--- config.mk ---
export PLATFORM = sky130hd
export DESIGN_NAME = status_bank
export DESIGN_NICKNAME = d
export VERILOG_FILES = /design/src/rtl/status_pkg.sv /design/src/rtl/status_bank.sv
export VERILOG_INCLUDE_DIRS = /design/src /design/src/rtl
export SDC_FILE = /design/constraint.sdc
export NUM_CORES = 1
export LEC_CHECK = 0
export ABC_AREA = 1
export BUFFER_PORTS_ARGS = -buffer_cell sky130_fd_sc_hd__buf_4
export CORE_MARGIN = 3
export CORE_UTILIZATION = 30
export CTS_BUF_LIST = sky130_fd_sc_hd__clkbuf_4 sky130_fd_sc_hd__clkbuf_8
export DETAILED_ROUTE_END_ITERATION = 10
export PLACE_DENSITY = 0.51
export SLEW_MARGIN = 10
export SYNTH_ARGS = -nofsm -noshare
export SYNTH_HDL_FRONTEND = slang
export SYNTH_SLANG_ARGS = --single-unit
export TNS_END_PERCENT = 20
--- constraint.sdc ---
create_clock -name pclk -period 3.63 [get_ports pclk]
set_input_delay 0.363 -clock pclk [delete_from_list [all_inputs] [get_ports pclk]]
set_output_delay 0.363 -clock pclk [all_outputs]
set_load 0.01 [all_outputs]
--- src/rtl/status_params.svh ---
/*
  constants of the status register bank: bus offsets, field masks, timing.
  assumes a 25 mhz pclk and a 32-bit apb with byte addresses.
*/
// How it works
// - an event bit is zero until its monitored event happens, then it latches to one.
// - a latched event bit stays set after its cause goes away until read, clear-status or reset command.
// - reading a group event register returns it and then clears its bits except any rising that cycle; reading the questionable event register clears nothing.
// - reading a condition register has no side effect.
// - condition bits follow the present monitored state with no latching.
// - the enable mask never changes which event or condition bits are set.
// - a group summary bit is driven only by group bits whose enable bit is one.
// - +5 v current above its limit sets bit 2 of the current event and condition.
// - clear-status zeroes all events and any condition still present sets it again.
// - while a current is over its limit a flashing alarm is driven, removed when clear.
// - an event bit is set on a false-to-true change of its condition bit, or after a clear-status or reset command while it is still true.
// - unused event and condition bit positions always read zero.
// - the preset command loads every group enable mask with zero; the interrupt enable keeps its value.
`ifndef STATUS_PARAMS_SVH
`define STATUS_PARAMS_SVH

`define NUM_GROUPS      6
`define GRP_W           16
// group order: current, voltage, power, temperature, fan, bus monitor
`define GRP_USED_MASK   {16'h00ff, 16'h00ff, 16'h00ff, 16'h00ff, 16'h00ff, 16'h00ff}
`define CUR_GROUP       0
`define P5_CUR_BIT      2

`define OFS_GRP_STRIDE  8'h10
`define OFS_EVT         4'h0
`define OFS_COND        4'h4
`define OFS_EN          4'h8
`define OFS_QUES_EVT    8'h60
`define OFS_QUES_COND   8'h64
`define OFS_CMD         8'h68
`define OFS_P5_LIMIT    8'h6c
`define OFS_IRQ_STS     8'h70
`define OFS_IRQ_EN      8'h74
`define OFS_IRQ_CLR     8'h78

`define CMD_CLS_BIT     0
`define CMD_PRESET_BIT  1
`define CMD_RST_BIT     2

`define LIMIT_RESET     16'hffff
`define EN_PRESET       16'h0000

`define CLK_KHZ         25000
`define BLINK_HALF_MS   250

`endif

--- src/rtl/status_pkg.sv ---
/*
  types shared by the status register bank.
  assumes status_params.svh is on the include path.
*/
`include "status_params.svh"
package status_pkg;
  typedef logic [`GRP_W-1:0] grp_word_t;
  typedef struct packed {
    logic            wr;    // write access completes
    logic            rd;    // read access completes
    logic [7:0]      addr;  // byte address
    logic [31:0]     wdata; // write data
  } bus_op_t;
endpackage

--- src/rtl/status_bank.sv ---
/*
  status condition / event / enable bank for six monitored groups, with an
  apb slave, questionable summary bits, interrupt and a flashing alarm.
  assumes monitor condition pins are asynchronous, p5 current is a measured
  value from logic on pclk.
*/
`timescale 1ns/1ps
`default_nettype none
`include "status_params.svh"
module status_bank
  import status_pkg::*;
#(
  parameter int BLINK_CYCLES = `BLINK_HALF_MS * `CLK_KHZ
) (
  input  wire logic        pclk,          // 25 mhz clock
  input  wire logic        presetn,       // async reset, active low
  input  wire logic        psel,          // apb select
  input  wire logic        penable,       // apb enable
  input  wire logic        pwrite,        // apb direction
  input  wire logic [7:0]  paddr,         // apb byte address
  input  wire logic [31:0] pwdata,        // apb write data
  output logic      [31:0] prdata,        // apb read data
  output logic             pready,        // apb ready
  output logic             pslverr,       // apb error on unmapped address
  input  wire logic [95:0] monitor_cond,  // raw monitor conditions, 16/group
  input  wire logic [15:0] p5_current,    // measured +5 v current, pclk domain
  output logic             irq,           // level interrupt
  output logic             alarm_flash    // flashing front-panel alarm
);
  localparam int NG = `NUM_GROUPS;
  localparam logic [NG*`GRP_W-1:0] USED = `GRP_USED_MASK;

  // ==========================================================================
  // apb slave: one wait cycle, result registered
  // ==========================================================================
  logic        pready_q, pready_d;
  logic        pslverr_q, pslverr_d;
  logic [31:0] prdata_q, prdata_d;
  logic        acc, rd_take;
  bus_op_t     op;
  logic [31:0] rd_val;
  logic        rd_hit;

  assign acc     = psel & penable & ~pready_q;
  // an event read clears on the edge that captures prdata, so a bit that
  // rises while pready is pending is kept for the next read, not lost
  assign rd_take = acc & ~pwrite;
  assign op      = '{wr:    psel & penable & pready_q & pwrite,
                     rd:    psel & penable & pready_q & ~pwrite,
                     addr:  paddr,
                     wdata: pwdata};

  // ==========================================================================
  // condition synchroniser and +5 v comparator
  // ==========================================================================
  logic [95:0] sync1_q, sync2_q;
  logic        over_q, over_d;
  logic [15:0] limit_q, limit_d;
  logic        cmd_wr, cls, preset, rst_cmd;

  assign cmd_wr  = op.wr & (op.addr == `OFS_CMD);
  assign cls     = cmd_wr & op.wdata[`CMD_CLS_BIT];
  assign preset  = cmd_wr & op.wdata[`CMD_PRESET_BIT];
  assign rst_cmd = cmd_wr & op.wdata[`CMD_RST_BIT];

  always_comb begin
    over_d  = p5_current > limit_q;
    limit_d = limit_q;
    if (op.wr && op.addr == `OFS_P5_LIMIT) begin
      limit_d = op.wdata[15:0];
    end
  end

  // ==========================================================================
  // per-group condition, event and enable
  // ==========================================================================
  grp_word_t      cond_now [NG];
  grp_word_t      evt_q    [NG];
  grp_word_t      en_q     [NG];
  grp_word_t      prev_q   [NG];
  logic [NG-1:0]  sum_evt, sum_cond, grp_event;

  for (genvar g = 0; g < NG; g++) begin : g_grp
    grp_word_t evt_d, en_d, prev_d, rise, mask;
    logic      sel, clr;
    assign mask = USED[g*`GRP_W +: `GRP_W];
    assign sel  = (op.addr[7:4] == 4'(g)) && (op.addr < `OFS_QUES_EVT);

    always_comb begin
      cond_now[g] = sync2_q[g*`GRP_W +: `GRP_W] & mask;
      if (g == `CUR_GROUP) begin
        cond_now[g][`P5_CUR_BIT] = over_q;
      end
    end

    always_comb begin
      rise   = cond_now[g] & ~prev_q[g];
      clr    = (rd_take && sel && op.addr[3:0] == `OFS_EVT)
               || cls || rst_cmd;
      // a new edge in the clearing cycle survives the clear
      evt_d  = (clr ? '0 : evt_q[g]) | rise;
      // forgetting the old level makes a lasting condition re-trigger
      prev_d = (cls || rst_cmd) ? '0 : cond_now[g];
      en_d   = en_q[g];
      if (preset) begin
        en_d = `EN_PRESET;
      end else if (op.wr && sel && op.addr[3:0] == `OFS_EN) begin
        en_d = op.wdata[`GRP_W-1:0];
      end
    end

    assign sum_evt[g]   = |(evt_q[g] & en_q[g]);
    assign sum_cond[g]  = |(cond_now[g] & en_q[g]);
    assign grp_event[g] = |rise;

    always_ff @(posedge pclk or negedge presetn) begin
      if (!presetn) begin
        evt_q[g]  <= '0;
        en_q[g]   <= `EN_PRESET;
        prev_q[g] <= '0;
      end else begin
        evt_q[g]  <= evt_d;
        en_q[g]   <= en_d;
        prev_q[g] <= prev_d;
      end
    end
  end

  // ==========================================================================
  // interrupt status, enable, clear
  // ==========================================================================
  logic [NG-1:0] irq_sts_q, irq_sts_d, irq_en_q, irq_en_d;
  logic          irq_q, irq_d;

  always_comb begin
    irq_sts_d = irq_sts_q;
    if (op.wr && op.addr == `OFS_IRQ_CLR) begin
      irq_sts_d = irq_sts_q & ~op.wdata[NG-1:0];
    end
    irq_sts_d = irq_sts_d | grp_event;
    irq_en_d  = irq_en_q;
    if (op.wr && op.addr == `OFS_IRQ_EN) begin
      irq_en_d = op.wdata[NG-1:0];
    end
    irq_d = |(irq_sts_q & irq_en_q);
  end

  // ==========================================================================
  // flashing alarm: blink counter runs only while a current is over limit
  // ==========================================================================
  logic [31:0] blink_cnt_q, blink_cnt_d;
  logic        blink_q, blink_d, alarm_q, alarm_d, cur_over;

  assign cur_over = |cond_now[`CUR_GROUP];

  always_comb begin
    blink_cnt_d = blink_cnt_q;
    blink_d     = blink_q;
    if (!cur_over) begin
      blink_cnt_d = '0;
      blink_d     = 1'b1;
    end else if (blink_cnt_q == 32'(BLINK_CYCLES - 1)) begin
      blink_cnt_d = '0;
      blink_d     = ~blink_q;
    end else begin
      blink_cnt_d = blink_cnt_q + 32'h1;
    end
    alarm_d = cur_over & blink_q;
  end

  // ==========================================================================
  // read mux
  // ==========================================================================
  always_comb begin
    rd_val = '0;
    rd_hit = 1'b1;
    if (paddr < `OFS_QUES_EVT && paddr[7:4] < 4'(NG)) begin
      case (paddr[3:0])
        `OFS_EVT:  rd_val = 32'(evt_q[paddr[6:4]]);
        `OFS_COND: rd_val = 32'(cond_now[paddr[6:4]]);
        `OFS_EN:   rd_val = 32'(en_q[paddr[6:4]]);
        default:   rd_hit = 1'b0;
      endcase
    end else begin
      case (paddr)
        `OFS_QUES_EVT:  rd_val = 32'(sum_evt);
        `OFS_QUES_COND: rd_val = 32'(sum_cond);
        `OFS_CMD:       rd_val = '0;
        `OFS_P5_LIMIT:  rd_val = 32'(limit_q);
        `OFS_IRQ_STS:   rd_val = 32'(irq_sts_q);
        `OFS_IRQ_EN:    rd_val = 32'(irq_en_q);
        `OFS_IRQ_CLR:   rd_val = '0;
        default:        rd_hit = 1'b0;
      endcase
    end
    pready_d  = acc;
    pslverr_d = acc & ~rd_hit;
    prdata_d  = acc ? (pwrite ? '0 : rd_val) : prdata_q;
  end

  always_ff @(posedge pclk or negedge presetn) begin
    if (!presetn) begin
      sync1_q     <= '0;
      sync2_q     <= '0;
      over_q      <= 1'b0;
      limit_q     <= `LIMIT_RESET;
      irq_sts_q   <= '0;
      irq_en_q    <= '0;
      irq_q       <= 1'b0;
      blink_cnt_q <= '0;
      blink_q     <= 1'b1;
      alarm_q     <= 1'b0;
      pready_q    <= 1'b0;
      pslverr_q   <= 1'b0;
      prdata_q    <= '0;
    end else begin
      sync1_q     <= monitor_cond;
      sync2_q     <= sync1_q;
      over_q      <= over_d;
      limit_q     <= limit_d;
      irq_sts_q   <= irq_sts_d;
      irq_en_q    <= irq_en_d;
      irq_q       <= irq_d;
      blink_cnt_q <= blink_cnt_d;
      blink_q     <= blink_d;
      alarm_q     <= alarm_d;
      pready_q    <= pready_d;
      pslverr_q   <= pslverr_d;
      prdata_q    <= prdata_d;
    end
  end

  assign prdata      = prdata_q;
  assign pready      = pready_q;
  assign pslverr     = pslverr_q;
  assign irq         = irq_q;
  assign alarm_flash = alarm_q;

  // ==========================================================================
  // assertions
  // ==========================================================================
  property p_evt_latch;
    @(posedge pclk) disable iff (!presetn)
    (cond_now[0][`P5_CUR_BIT] && !prev_q[0][`P5_CUR_BIT])
      |=> evt_q[0][`P5_CUR_BIT];
  endproperty
  a_evt_latch: assert property (p_evt_latch) else $error("event not latched");

  property p_evt_hold;
    @(posedge pclk) disable iff (!presetn)
    (evt_q[0][`P5_CUR_BIT] && !rd_take && !cmd_wr)
      |=> evt_q[0][`P5_CUR_BIT];
  endproperty
  a_evt_hold: assert property (p_evt_hold) else $error("event lost");

  property p_rd_clear;
    @(posedge pclk) disable iff (!presetn)
    (rd_take && paddr == `OFS_EVT && prev_q[0] == cond_now[0])
      |=> evt_q[0] == '0;
  endproperty
  a_rd_clear: assert property (p_rd_clear) else $error("read did not clear");

  property p_over_bit;
    @(posedge pclk) disable iff (!presetn)
    (p5_current > limit_q) |=> cond_now[0][`P5_CUR_BIT];
  endproperty
  a_over_bit: assert property (p_over_bit) else $error("p5 bit missing");

  property p_cls_retrigger;
    @(posedge pclk) disable iff (!presetn)
    (cls && cond_now[0][`P5_CUR_BIT]) ##1 cond_now[0][`P5_CUR_BIT]
      |=> evt_q[0][`P5_CUR_BIT];
  endproperty
  a_cls_retrigger: assert property (p_cls_retrigger) else $error("no retrigger");

  property p_unused_zero;
    @(posedge pclk) disable iff (!presetn)
    ((evt_q[1] | cond_now[1]) & ~USED[`GRP_W +: `GRP_W]) == '0;
  endproperty
  a_unused_zero: assert property (p_unused_zero) else $error("unused bit set");

  property p_preset;
    @(posedge pclk) disable iff (!presetn)
    preset |=> (en_q[0] == `EN_PRESET) && (en_q[NG-1] == `EN_PRESET);
  endproperty
  a_preset: assert property (p_preset) else $error("preset left mask");

  property p_summary;
    @(posedge pclk) disable iff (!presetn)
    (en_q[2] == '0) |-> !sum_evt[2] && !sum_cond[2];
  endproperty
  a_summary: assert property (p_summary) else $error("masked summary set");

  property p_alarm_off;
    @(posedge pclk) disable iff (!presetn)
    (!cur_over)[*2] |=> !alarm_flash;
  endproperty
  a_alarm_off: assert property (p_alarm_off) else $error("alarm stuck");

  property p_cond_noside;
    @(posedge pclk) disable iff (!presetn)
    (op.rd && op.addr[3:0] == `OFS_COND && !cmd_wr) |=> $stable(en_q[0]);
  endproperty
  a_cond_noside: assert property (p_cond_noside) else $error("cond read side");
endmodule // status_bank
`default_nettype wire

==> impl_results.md, run 1 <==
* Outcome: finished, final reports clean
* Bufs and invs on worst path at 3
* Initial Util at a little under a third
* Worst-case reg-to-reg path depth at 5
* Worst setup path endpoint: evt_q[51]$_DFF_PN0_
* Post-CTS resize count at 0
* Largest delay contributor family on the critical path: buffers and inverters
* Number of buffer cells added on primary ports at 111
* Fin nets at 2,386
* Synthesized instance count at about 2,000
* Smallest hold slack at a little under 70 ps
* Die boundary width at 243 um
* Total DRC errors in the routed layout at 0
* Number of buffers on the longest clock path at 3
* Area delta synth->final at 22.5%
* Global-route total usage across every layer at a little under a fifth
* Clock buffer count from CTS at 71
* Crit end category: register
* Overflow left after global routing at 0
* Pwr/cell area at 455 nW/um^2
* Seq/Total Area, Yosys at 54.9%
* Mean area per synthesized cell at ~8.4 sq um
* Final weighted congestion of routability-driven global placement at ~0.95
* Number of antenna violations at the first check in global routing at 2
* Final critical-path setup slack at approximately 1200 ps
* Number of global-route vias before repair at approximately 15,000
* H-tree Lvls at 3
* TritonCTS clock tree: yes
* Skew final at about 35 ps
* Share of the clock period used by the worst path at 67.7%
* Number of synthesized register bits at 368
* Fmax at about 0.41 GHz
* Reg2Reg Setup Slack at roughly 1200 ps
* Post-DRT Antenna Nets at 0
* WL met3 at 3960 um
* RSZ-0062 raised after global routing: no
* Cells along the critical path: dlygate4sd3_1 -> buf_4 -> nand2_1 -> dlygate4sd3_1 -> nor2_2 -> nand2_2 -> nor2_2 -> nand2_1 -> a31o_2
* Core utilization of the finished layout at a little under two fifths
* Core region area at between 50,000 and 60,000 sq um
* Max stage delay on crit path at about 550 ps
* Count of max-cap constraint violations at 0
* Pre-CTS WS at ~950 ps
* Clock insertion delay at the later pin of the skew report at around 650 ps
* Dpl cell area at around 18,000 sq um
* Startpoint type of the worst setup path: input pin
* Routed metal-1 wirelength at 24,600 um
* Area of the die at between 50,000 and 60,000 sq um
* Iteration count of the initial detailed-routing pass at 6
* Slew headroom at approximately 23%
* Worst hold-check path type: input pin to register
* Top layer in use: met5
* Capturing point of the worst reg2reg path: en_q[26]$_DFFE_PN0P_
* Number of clock sinks seen by CTS at between 300 and 400
* Critical path data arrival time at around 3000 ps
* Core Rows at 86
* # IOs at slightly below 200
* Kind of critical path: input pin to register
* Height of the chip at around 240 um
* Max stage delay cell, worst path: dlygate4sd3_1
* EDFF count, synth at 0
* CTS root buffer: clkbuf_8
* Worst flop-to-flop path startpoint: pready$_DFF_PN0_
* Critical path fanouts, max at 10
* Design area at 20,600 sq um
* Netlist area before placement at ~17,000 sq um
* Ratio of cells with drive above 1 in the final layout at approximately 16%
* Global-route wire length before repair at ~86,000 um
* Detailed router's first-iteration violation count at roughly 1,400
* Setup TNS at 0 ps
* Vias post-DR at between 10,000 and 15,000
* Crit. path cell count at 9
* Distinct cell type count after synthesis at 47
* Final HPWL DP at between 30,000 and 40,000 um
* Post-DR vias/cell at between 4 and 5
* Final period demand of the worst path at between 2000 and 2500 ps
* Maximum number of pins on one net before global-route repair at around 110
* Final hold violation count at 0
* Static leakage at approximately 10 nW
* Total routed wirelength at roughly 56,000 um
* Setup Viol. Count Final at 0
* Tightest Pin Transition at 1150 ps
* Worst setup startpoint: penable
* Synth warnings at 0
* Routed length per placed instance at 18.6 um
* Worst voltage drop across the vdd grid at between 0.0003 and 0.0004 V
* Max-slew violation total from the final report at 0
* Required time at the endpoint of the critical path at 4160 ps
* Fraction of synthesis flops using an asynchronous set or reset pin at 100%
* Clock input transition at the sequential cells of the worst setup and hold paths at about 70 ps
* Commonest register cell after synthesis: dfrtp_1
* Met2 layer wire length in the routed design at roughly 26,000 um
## synthesized netlist by cell type (9+ instances only)
cell	n	area (sq um)
a31o_2	11	96.3
buf_2	35	175
clkbuf_1	26	97.6
nand4_1	28	175
o21ai_1	38	190
a21oi_1	36	180
dfstp_2	17	447
nor3_1	25	125
nand3_1	246	1230
buf_4	22	165
o22ai_1	21	131
ha_1	17	213
dfrtp_1	351	8780
inv_1	140	526
nor2_1	239	897
or2_2	32	200
o21ai_0	107	536
nand2_1	533	2000
xor2_1	9	78.8
## logic make-up (layout without fill, tap and decap cells)
family / after synthesis / after routing / synth area share (%)
and+or+nand+nor: 1129 / 1129 / 28.8
DFF: 368 / 368 / 54.9
buffers and inverters: 240 / 481 / 6.21
AOI/OAI and AO/OA: 238 / 238 / 8.01
adders and majority gates: 17 / 17 / 1.26
xor gates and xnor gates: 15 / 15 / 0.781
other: 1 / 18 / 0.0223
## cells in the final DEF (no fill, tap or decap), types with 5 or more instances in the layout
| cell type | Yosys | layout |
|---|---|---|
| a21oi_1 | 36 | 36 |
| a22oi_1 | 5 | 5 |
| a31o_2 | 11 | 11 |
| buf_12 | 0 | 5 |
| buf_4 | 22 | 137 |
| clkbuf_4 | 0 | 26 |
| clkbuf_8 | 0 | 86 |
| clkinv_2 | 0 | 5 |
| clkinvlp_4 | 0 | 5 |
| conb_1 | 1 | 16 |
| dfrtp_1 | 351 | 351 |
| dfstp_2 | 17 | 17 |
| dlygate4sd3_1 | 0 | 63 |
| ha_1 | 17 | 17 |
| inv_1 | 140 | 140 |
| inv_2 | 6 | 6 |
| nand2_1 | 533 | 533 |
| nand2_2 | 5 | 5 |
| nand3_1 | 246 | 246 |
| nand4_1 | 28 | 28 |
| nor2_1 | 239 | 238 |
| nor2_2 | 7 | 7 |
| nor3_1 | 25 | 25 |
| nor4_1 | 5 | 5 |
| o2111ai_1 | 5 | 5 |
| o21ai_0 | 107 | 107 |
| o21ai_1 | 38 | 38 |
| o22ai_1 | 21 | 21 |
| or2_2 | 32 | 32 |
| xnor2_1 | 6 | 6 |
| xor2_1 | 9 | 9 |
## final cells by class
class	count	area [sq um]
Multi-Input combinational cell	1415	6610
Sequential cell	368	9230
Fill cell	5736	34700
Clock inverter	13	91.3
Inverter	150	566
Clock buffer	112	1380
Antenna cell	2	5.00
Timing Repair Buffer	206	1770
Tap cell	748	936
## flip-flops by register name, indices dropped and copies added (netlist names), 6 cells and up
name / cells
prev_q: 48
irq_en_q: 6
en_q: 96
evt_q: 48
irq_sts_q: 6
limit_q: 16
prdata: 16
sync1_q: 47
blink_cnt_q: 32
sync2_q: 47
## metal layers
layer,vias up,global-route usage (%)
met4,2,8.22
met1,7063,25.7
met5,-,0
met2,556,29.6
met3,110,3.95
li1,6937,-
## worst min path at each step
stage / start / end / slack (ps) / cells after the start
finish: pwdata[1] / limit_q[1]$_DFFE_PN1P_ / 70 / 3
global placement: sync1_q[64]$_DFF_PN0_ / sync2_q[64]$_DFF_PN0_ / 330 / 0
detailed placement: sync1_q[20]$_DFF_PN0_ / sync2_q[20]$_DFF_PN0_ / 330 / 0
CTS: pwdata[1] / limit_q[1]$_DFFE_PN1P_ / 3 / 3
floorplan: presetn / alarm_flash$_DFF_PN0_ / 70 / 0
global route: pwdata[1] / limit_q[1]$_DFFE_PN1P_ / 40 / 3
## power by group
group	total [W]	internal [W]	switching (W)
Sequential	0.00435	0.00425	0.000107
Combinational	0.000768	0.000282	0.000486
Clock	0.00426	0.00242	0.00184
Total	0.00938	0.00695	0.00243
## metrics by stage
stage,power [W],cells
global route,0.00983,3013
CTS,0.00955,3012
finish,0.00938,3014
detailed placement,0.00514,2824
floorplan,0.00475,2023
global placement,0.00513,2824
## worst min-delay path, delay by kind of cell
kind / cells / cell delay (ps)
AOI/OAI and AO/OA: 1 / 90
buffers and inverters: 2 / 260
## repair_timing
| item | CTS | global route |
|---|---|---|
| hold buffers | 63 | 0 |
| setup buffers | 0 | 0 |
| endpoints found under the hold margin | 151 | 0 |
No activity file was read; power rests on OpenSTA's default activity.
==> run 2, diff against run 1 <==
Settings changed: ABC_AREA 1 to 0.
Clock period 3.63 ns to 2.4 ns, I/O delays scaled along.
==> run 2 against run 1 <==
  * Cell area down 0.92%
  * Routed wire length down 7.4%
  * Sequential power up 52%
  * Die area down 3.5%
  * Sequential share of layout area up 0.42 points
  * Largest power group unchanged
  * Highest routed layer is now met4
==> impl_results.md, run 2 <==
* Outcome: finished, final reports clean
* Total routed wirelength at 52,000 um (-7.4%)
* Initial Util at 30.6% (+0.21 points)
* Core utilization of the finished layout at 38.5% (+1.3 points)
* Dominant cell by count in the synthesized netlist: dfrtp_1
* TritonCTS clock tree: yes
* Post-DRT Antenna Nets at 0 (unchanged)
* Number of global-route vias before repair at 12,900 (-12%)
* Global-route total usage across every layer at 18.5% (-0.50 points)
* Number of synthesized register bits at 368 (unchanged)
* Synthesized instance count at 1,453 (-28%)
* Final weighted congestion of routability-driven global placement at 0.961 (+1.6%)
* Number of buffers on the longest clock path at 3 (unchanged)
* Setup TNS at 0 ps (unchanged)
* Overflow left after global routing at 0 (unchanged)
* Clock buffer count from CTS at 69 (-2.8%)
* Static leakage at 8.80 nW (-10%)
* Clock insertion delay at the later pin of the skew report at 650 ps (about the same)
* Worst hold-check path type: input pin to register
* Fmax at between 0.4 and 0.5 GHz
* Pwr/cell area at 689 nW/um^2 (+51%)
* Cell taking the most area after synthesis: dfrtp_1
* Routed length per placed instance at 21.3 um (+14%)
* Most frequent standard cell in the layout excluding fill and tap cells: dfrtp_1
* Area of the die at 56,900 sq um (-3.5%)
* Critical path fanouts, max at 4 (-6)
* Fraction of synthesized cell area taken by the top area cell type at 54.2% (+1.9 points)
* Number of cells on the worst hold path at 4 (+1)
* Critical path data arrival time at 2720 ps (-270 ps)
* Number of fill cells in the layout at 5,229 (-8.8%)
* Worst flop-to-flop path startpoint: sync2_q[55]$_DFF_PN0_
* Total power at 0.0141 W (+50%)
* Detailed router's first-iteration violation count at 992 (-28%)
* Distinct cell type count after synthesis at 64 (+36%)
* Share of the clock period used by the worst path at between 90 and 100%
* Reg2Reg Setup Slack at 170 ps (-1070 ps)
* Number of clock sinks seen by CTS at 368 (unchanged)
* Leading post-synthesis cells by cell area: dfrtp_1 (54%), mux2i_1 (4.4%), nand2_1 (4.2%), mux4_2 (3.9%), nor2_1 (3.1%)
* Skew final at 28.6 ps (-6.53 ps)
* Total DRC errors in the routed layout at 0 (unchanged)
* Seq/Total Area, Yosys at 56.9% (+2.0 points)
* Bufs and invs on worst path at 1 (-2)
* # IOs at 193 (unchanged)
* Largest delay contributor family on the critical path: compound AO/OA/AOI/OAI gates
* Clock input transition at the sequential cells of the worst setup and hold paths at 60 ps (about the same)
* Die boundary width at 239 um (-1.8%)
* Mean area per synthesized cell at 11.2 sq um (+33%)
* Startpoint type of the worst setup path: register
* Kind of critical path: register to register
* Commonest register cell after synthesis: dfrtp_1
* Maximum number of pins on one net before global-route repair at 66 (-39%)
* Setup repair bufs after CTS at 0 (unchanged)
* Worst setup startpoint: sync2_q[55]$_DFF_PN0_
* Iteration count of the initial detailed-routing pass at 8 (+2)
* Post-DR vias/cell at 5.08 (+4.4%)
* Number of buffer cells added on primary ports at 111 (unchanged)
* Fin nets at 1,880 (-21%)
* Global-route wire length before repair at 79,800 um (-7.5%)
* Worst-case reg-to-reg path depth at 6 (+1)
* Count of max-cap constraint violations at 0 (unchanged)
* Largest reg by FF count: en_q
* Area delta synth->final at 25.8%
* Fraction of synthesis flops using an asynchronous set or reset pin at 100% (unchanged)
* Slew headroom at 57.2% (+34 points)
* Setup Viol. Count Final at 0 (unchanged)
* Core region area at 53,000 sq um (-4.2%)
* Max stage delay cell, worst path: a2111oi_1
* Worst voltage drop across the vdd grid at 0.000309 V (+1.4%)
* Worst setup path endpoint: prdata[7]$_DFFE_PN0P_
* Cells along the critical path: mux4_2 -> nand2_1 -> o21ai_0 -> a2111oi_1 -> buf_4 -> o31ai_1
* Crit end category: register
* H-tree Lvls at 3 (unchanged)
* Most frequent cells in the layout: dfrtp_1 (351), nand2_1 (181), buf_4 (171)
* Most common library cells after synthesis: dfrtp_1 (351), nand2_1 (181), nor2_1 (132)
* Required time at the endpoint of the critical path at 2890 ps (-1270 ps)
* Number of antenna violations at the first check in global routing at 3 (+1)
* Tightest Pin Transition at 641 ps (-511 ps)
* Max stage delay on crit path at 600 ps (+50 ps)
* Final HPWL DP at 37,600 um (-5.3%)
* Final period demand of the worst path at ~2200 ps
* RSZ-0062 raised after global routing: no
* Core Rows at 84 (-2.3%)
* Ratio of cells with drive above 1 in the final layout at 22.7% (+6.8 points)
* CTS root buffer: clkbuf_8
* EDFF count, synth at 0 (unchanged)
* Crit. path cell count at 6 (-3)
* Final hold violation count at 0 (unchanged)
* Vias post-DR at 12,400 (-15%)
* Synth warnings at 0 (unchanged)
* Max-slew violation total from the final report at 0 (unchanged)
* Netlist area before placement at 16,200 sq um (-3.6%)
* Height of the chip at 239 um (-1.8%)
* Flip-flop count of the largest register, all copies and words added at 96 (unchanged)
* Registers with the most flip-flops: en_q: 96 flops, evt_q: 48 flops, prev_q: 48 flops
* Capturing point of the worst reg2reg path: prdata[7]$_DFFE_PN0P_
## run 2: cell count changes after synthesis, sizes merged, moves of 43 or more
cell,change
nand2,-356
nand3,-224
nor2,-116
inv,-95
o21ai,-87
mux2i,+71
a21oi,+46
nor2b,+46
a22oi,+43
## run 2: cell type report
| class | instances | area (sq um) | share of cell area [%] |
|---|---|---|---|
| flip-flops and latches | 368 | 9230 | 45.2 |
| multi-input cells | 963 | 6430 | 31.5 |
| repair buffers | 252 | 2200 | 10.8 |
| clock buffers | 110 | 1360 | 6.65 |
| well taps | 688 | 861 | 4.22 |
| inverters | 52 | 195 | 0.957 |
| clock inverters | 13 | 128 | 0.625 |
| diodes | 1 | 2.50 | 0.0123 |
## run 2: stage by stage
stage,hold WS [ps],instances,worst slack (ps),area (sq um)
CTS,71.1,2446,9.95,20400
global placement,252,2253,-61.9,18200
finish,117,2447,166,20400
detailed placement,282,2253,-159,18200
floorplan,-55.6,1468,432,16300
global route,133,2447,76.8,20400
## run 2: worst register-to-register path, cell delays in order (launching register included)
cell and delay (ps):
dfrtp_1 450, mux4_2 540, nand2_1 110, o21ai_0 130, a2111oi_1 600, buf_4 210, o31ai_1 60
## run 2: power by group
part | switching [W] | total, W | internal [W]
clock network | 0.00267 | 0.00648 | 0.00380
logic | 0.000547 | 0.000993 | 0.000447
registers | 0.000189 | 0.00660 | 0.00641
## run 2: kinds of logic after synthesis
| logic type | after synthesis | share of synthesized area [%] |
|---|---|---|
| xor+xnor | 28 | 1.51 |
| buf+inv | 137 | 4.04 |
| simple gates | 469 | 13.7 |
| fa+ha+maj | 17 | 1.31 |
| mux | 129 | 10.4 |
| other cells | 1 | 0.0231 |
| flops | 368 | 56.9 |
| compound gates | 304 | 12.2 |
## run 2: repair_timing
item,CTS,global route
resized for setup,0,1
hold endpoints to repair,242,0
hold buffers,70,0
setup endpoints to repair,0,1
## run 2: worst min path at each step
| stage | start | slack, ps | to |
|---|---|---|---|
| after floorplan | presetn | -60 | alarm_flash$_DFF_PN0_ |
| after CTS | psel | 70 | pready$_DFF_PN0_ |
| final | psel | 120 | pready$_DFF_PN0_ |
| after detailed placement | presetn | 280 | prdata[11]$_DFFE_PN0P_ |
| after global routing | psel | 130 | pready$_DFF_PN0_ |
| after global placement | presetn | 250 | prdata[11]$_DFFE_PN0P_ |
## run 2: per-layer routing
metal	wire length, um	up-vias	GRT usage [%]
met3	3300	112	3.95
met2	23900	460	29.0
met1	23200	6228	25.7
met5	0	-	0
met4	1590	0	6.03
li1	-	5634	-
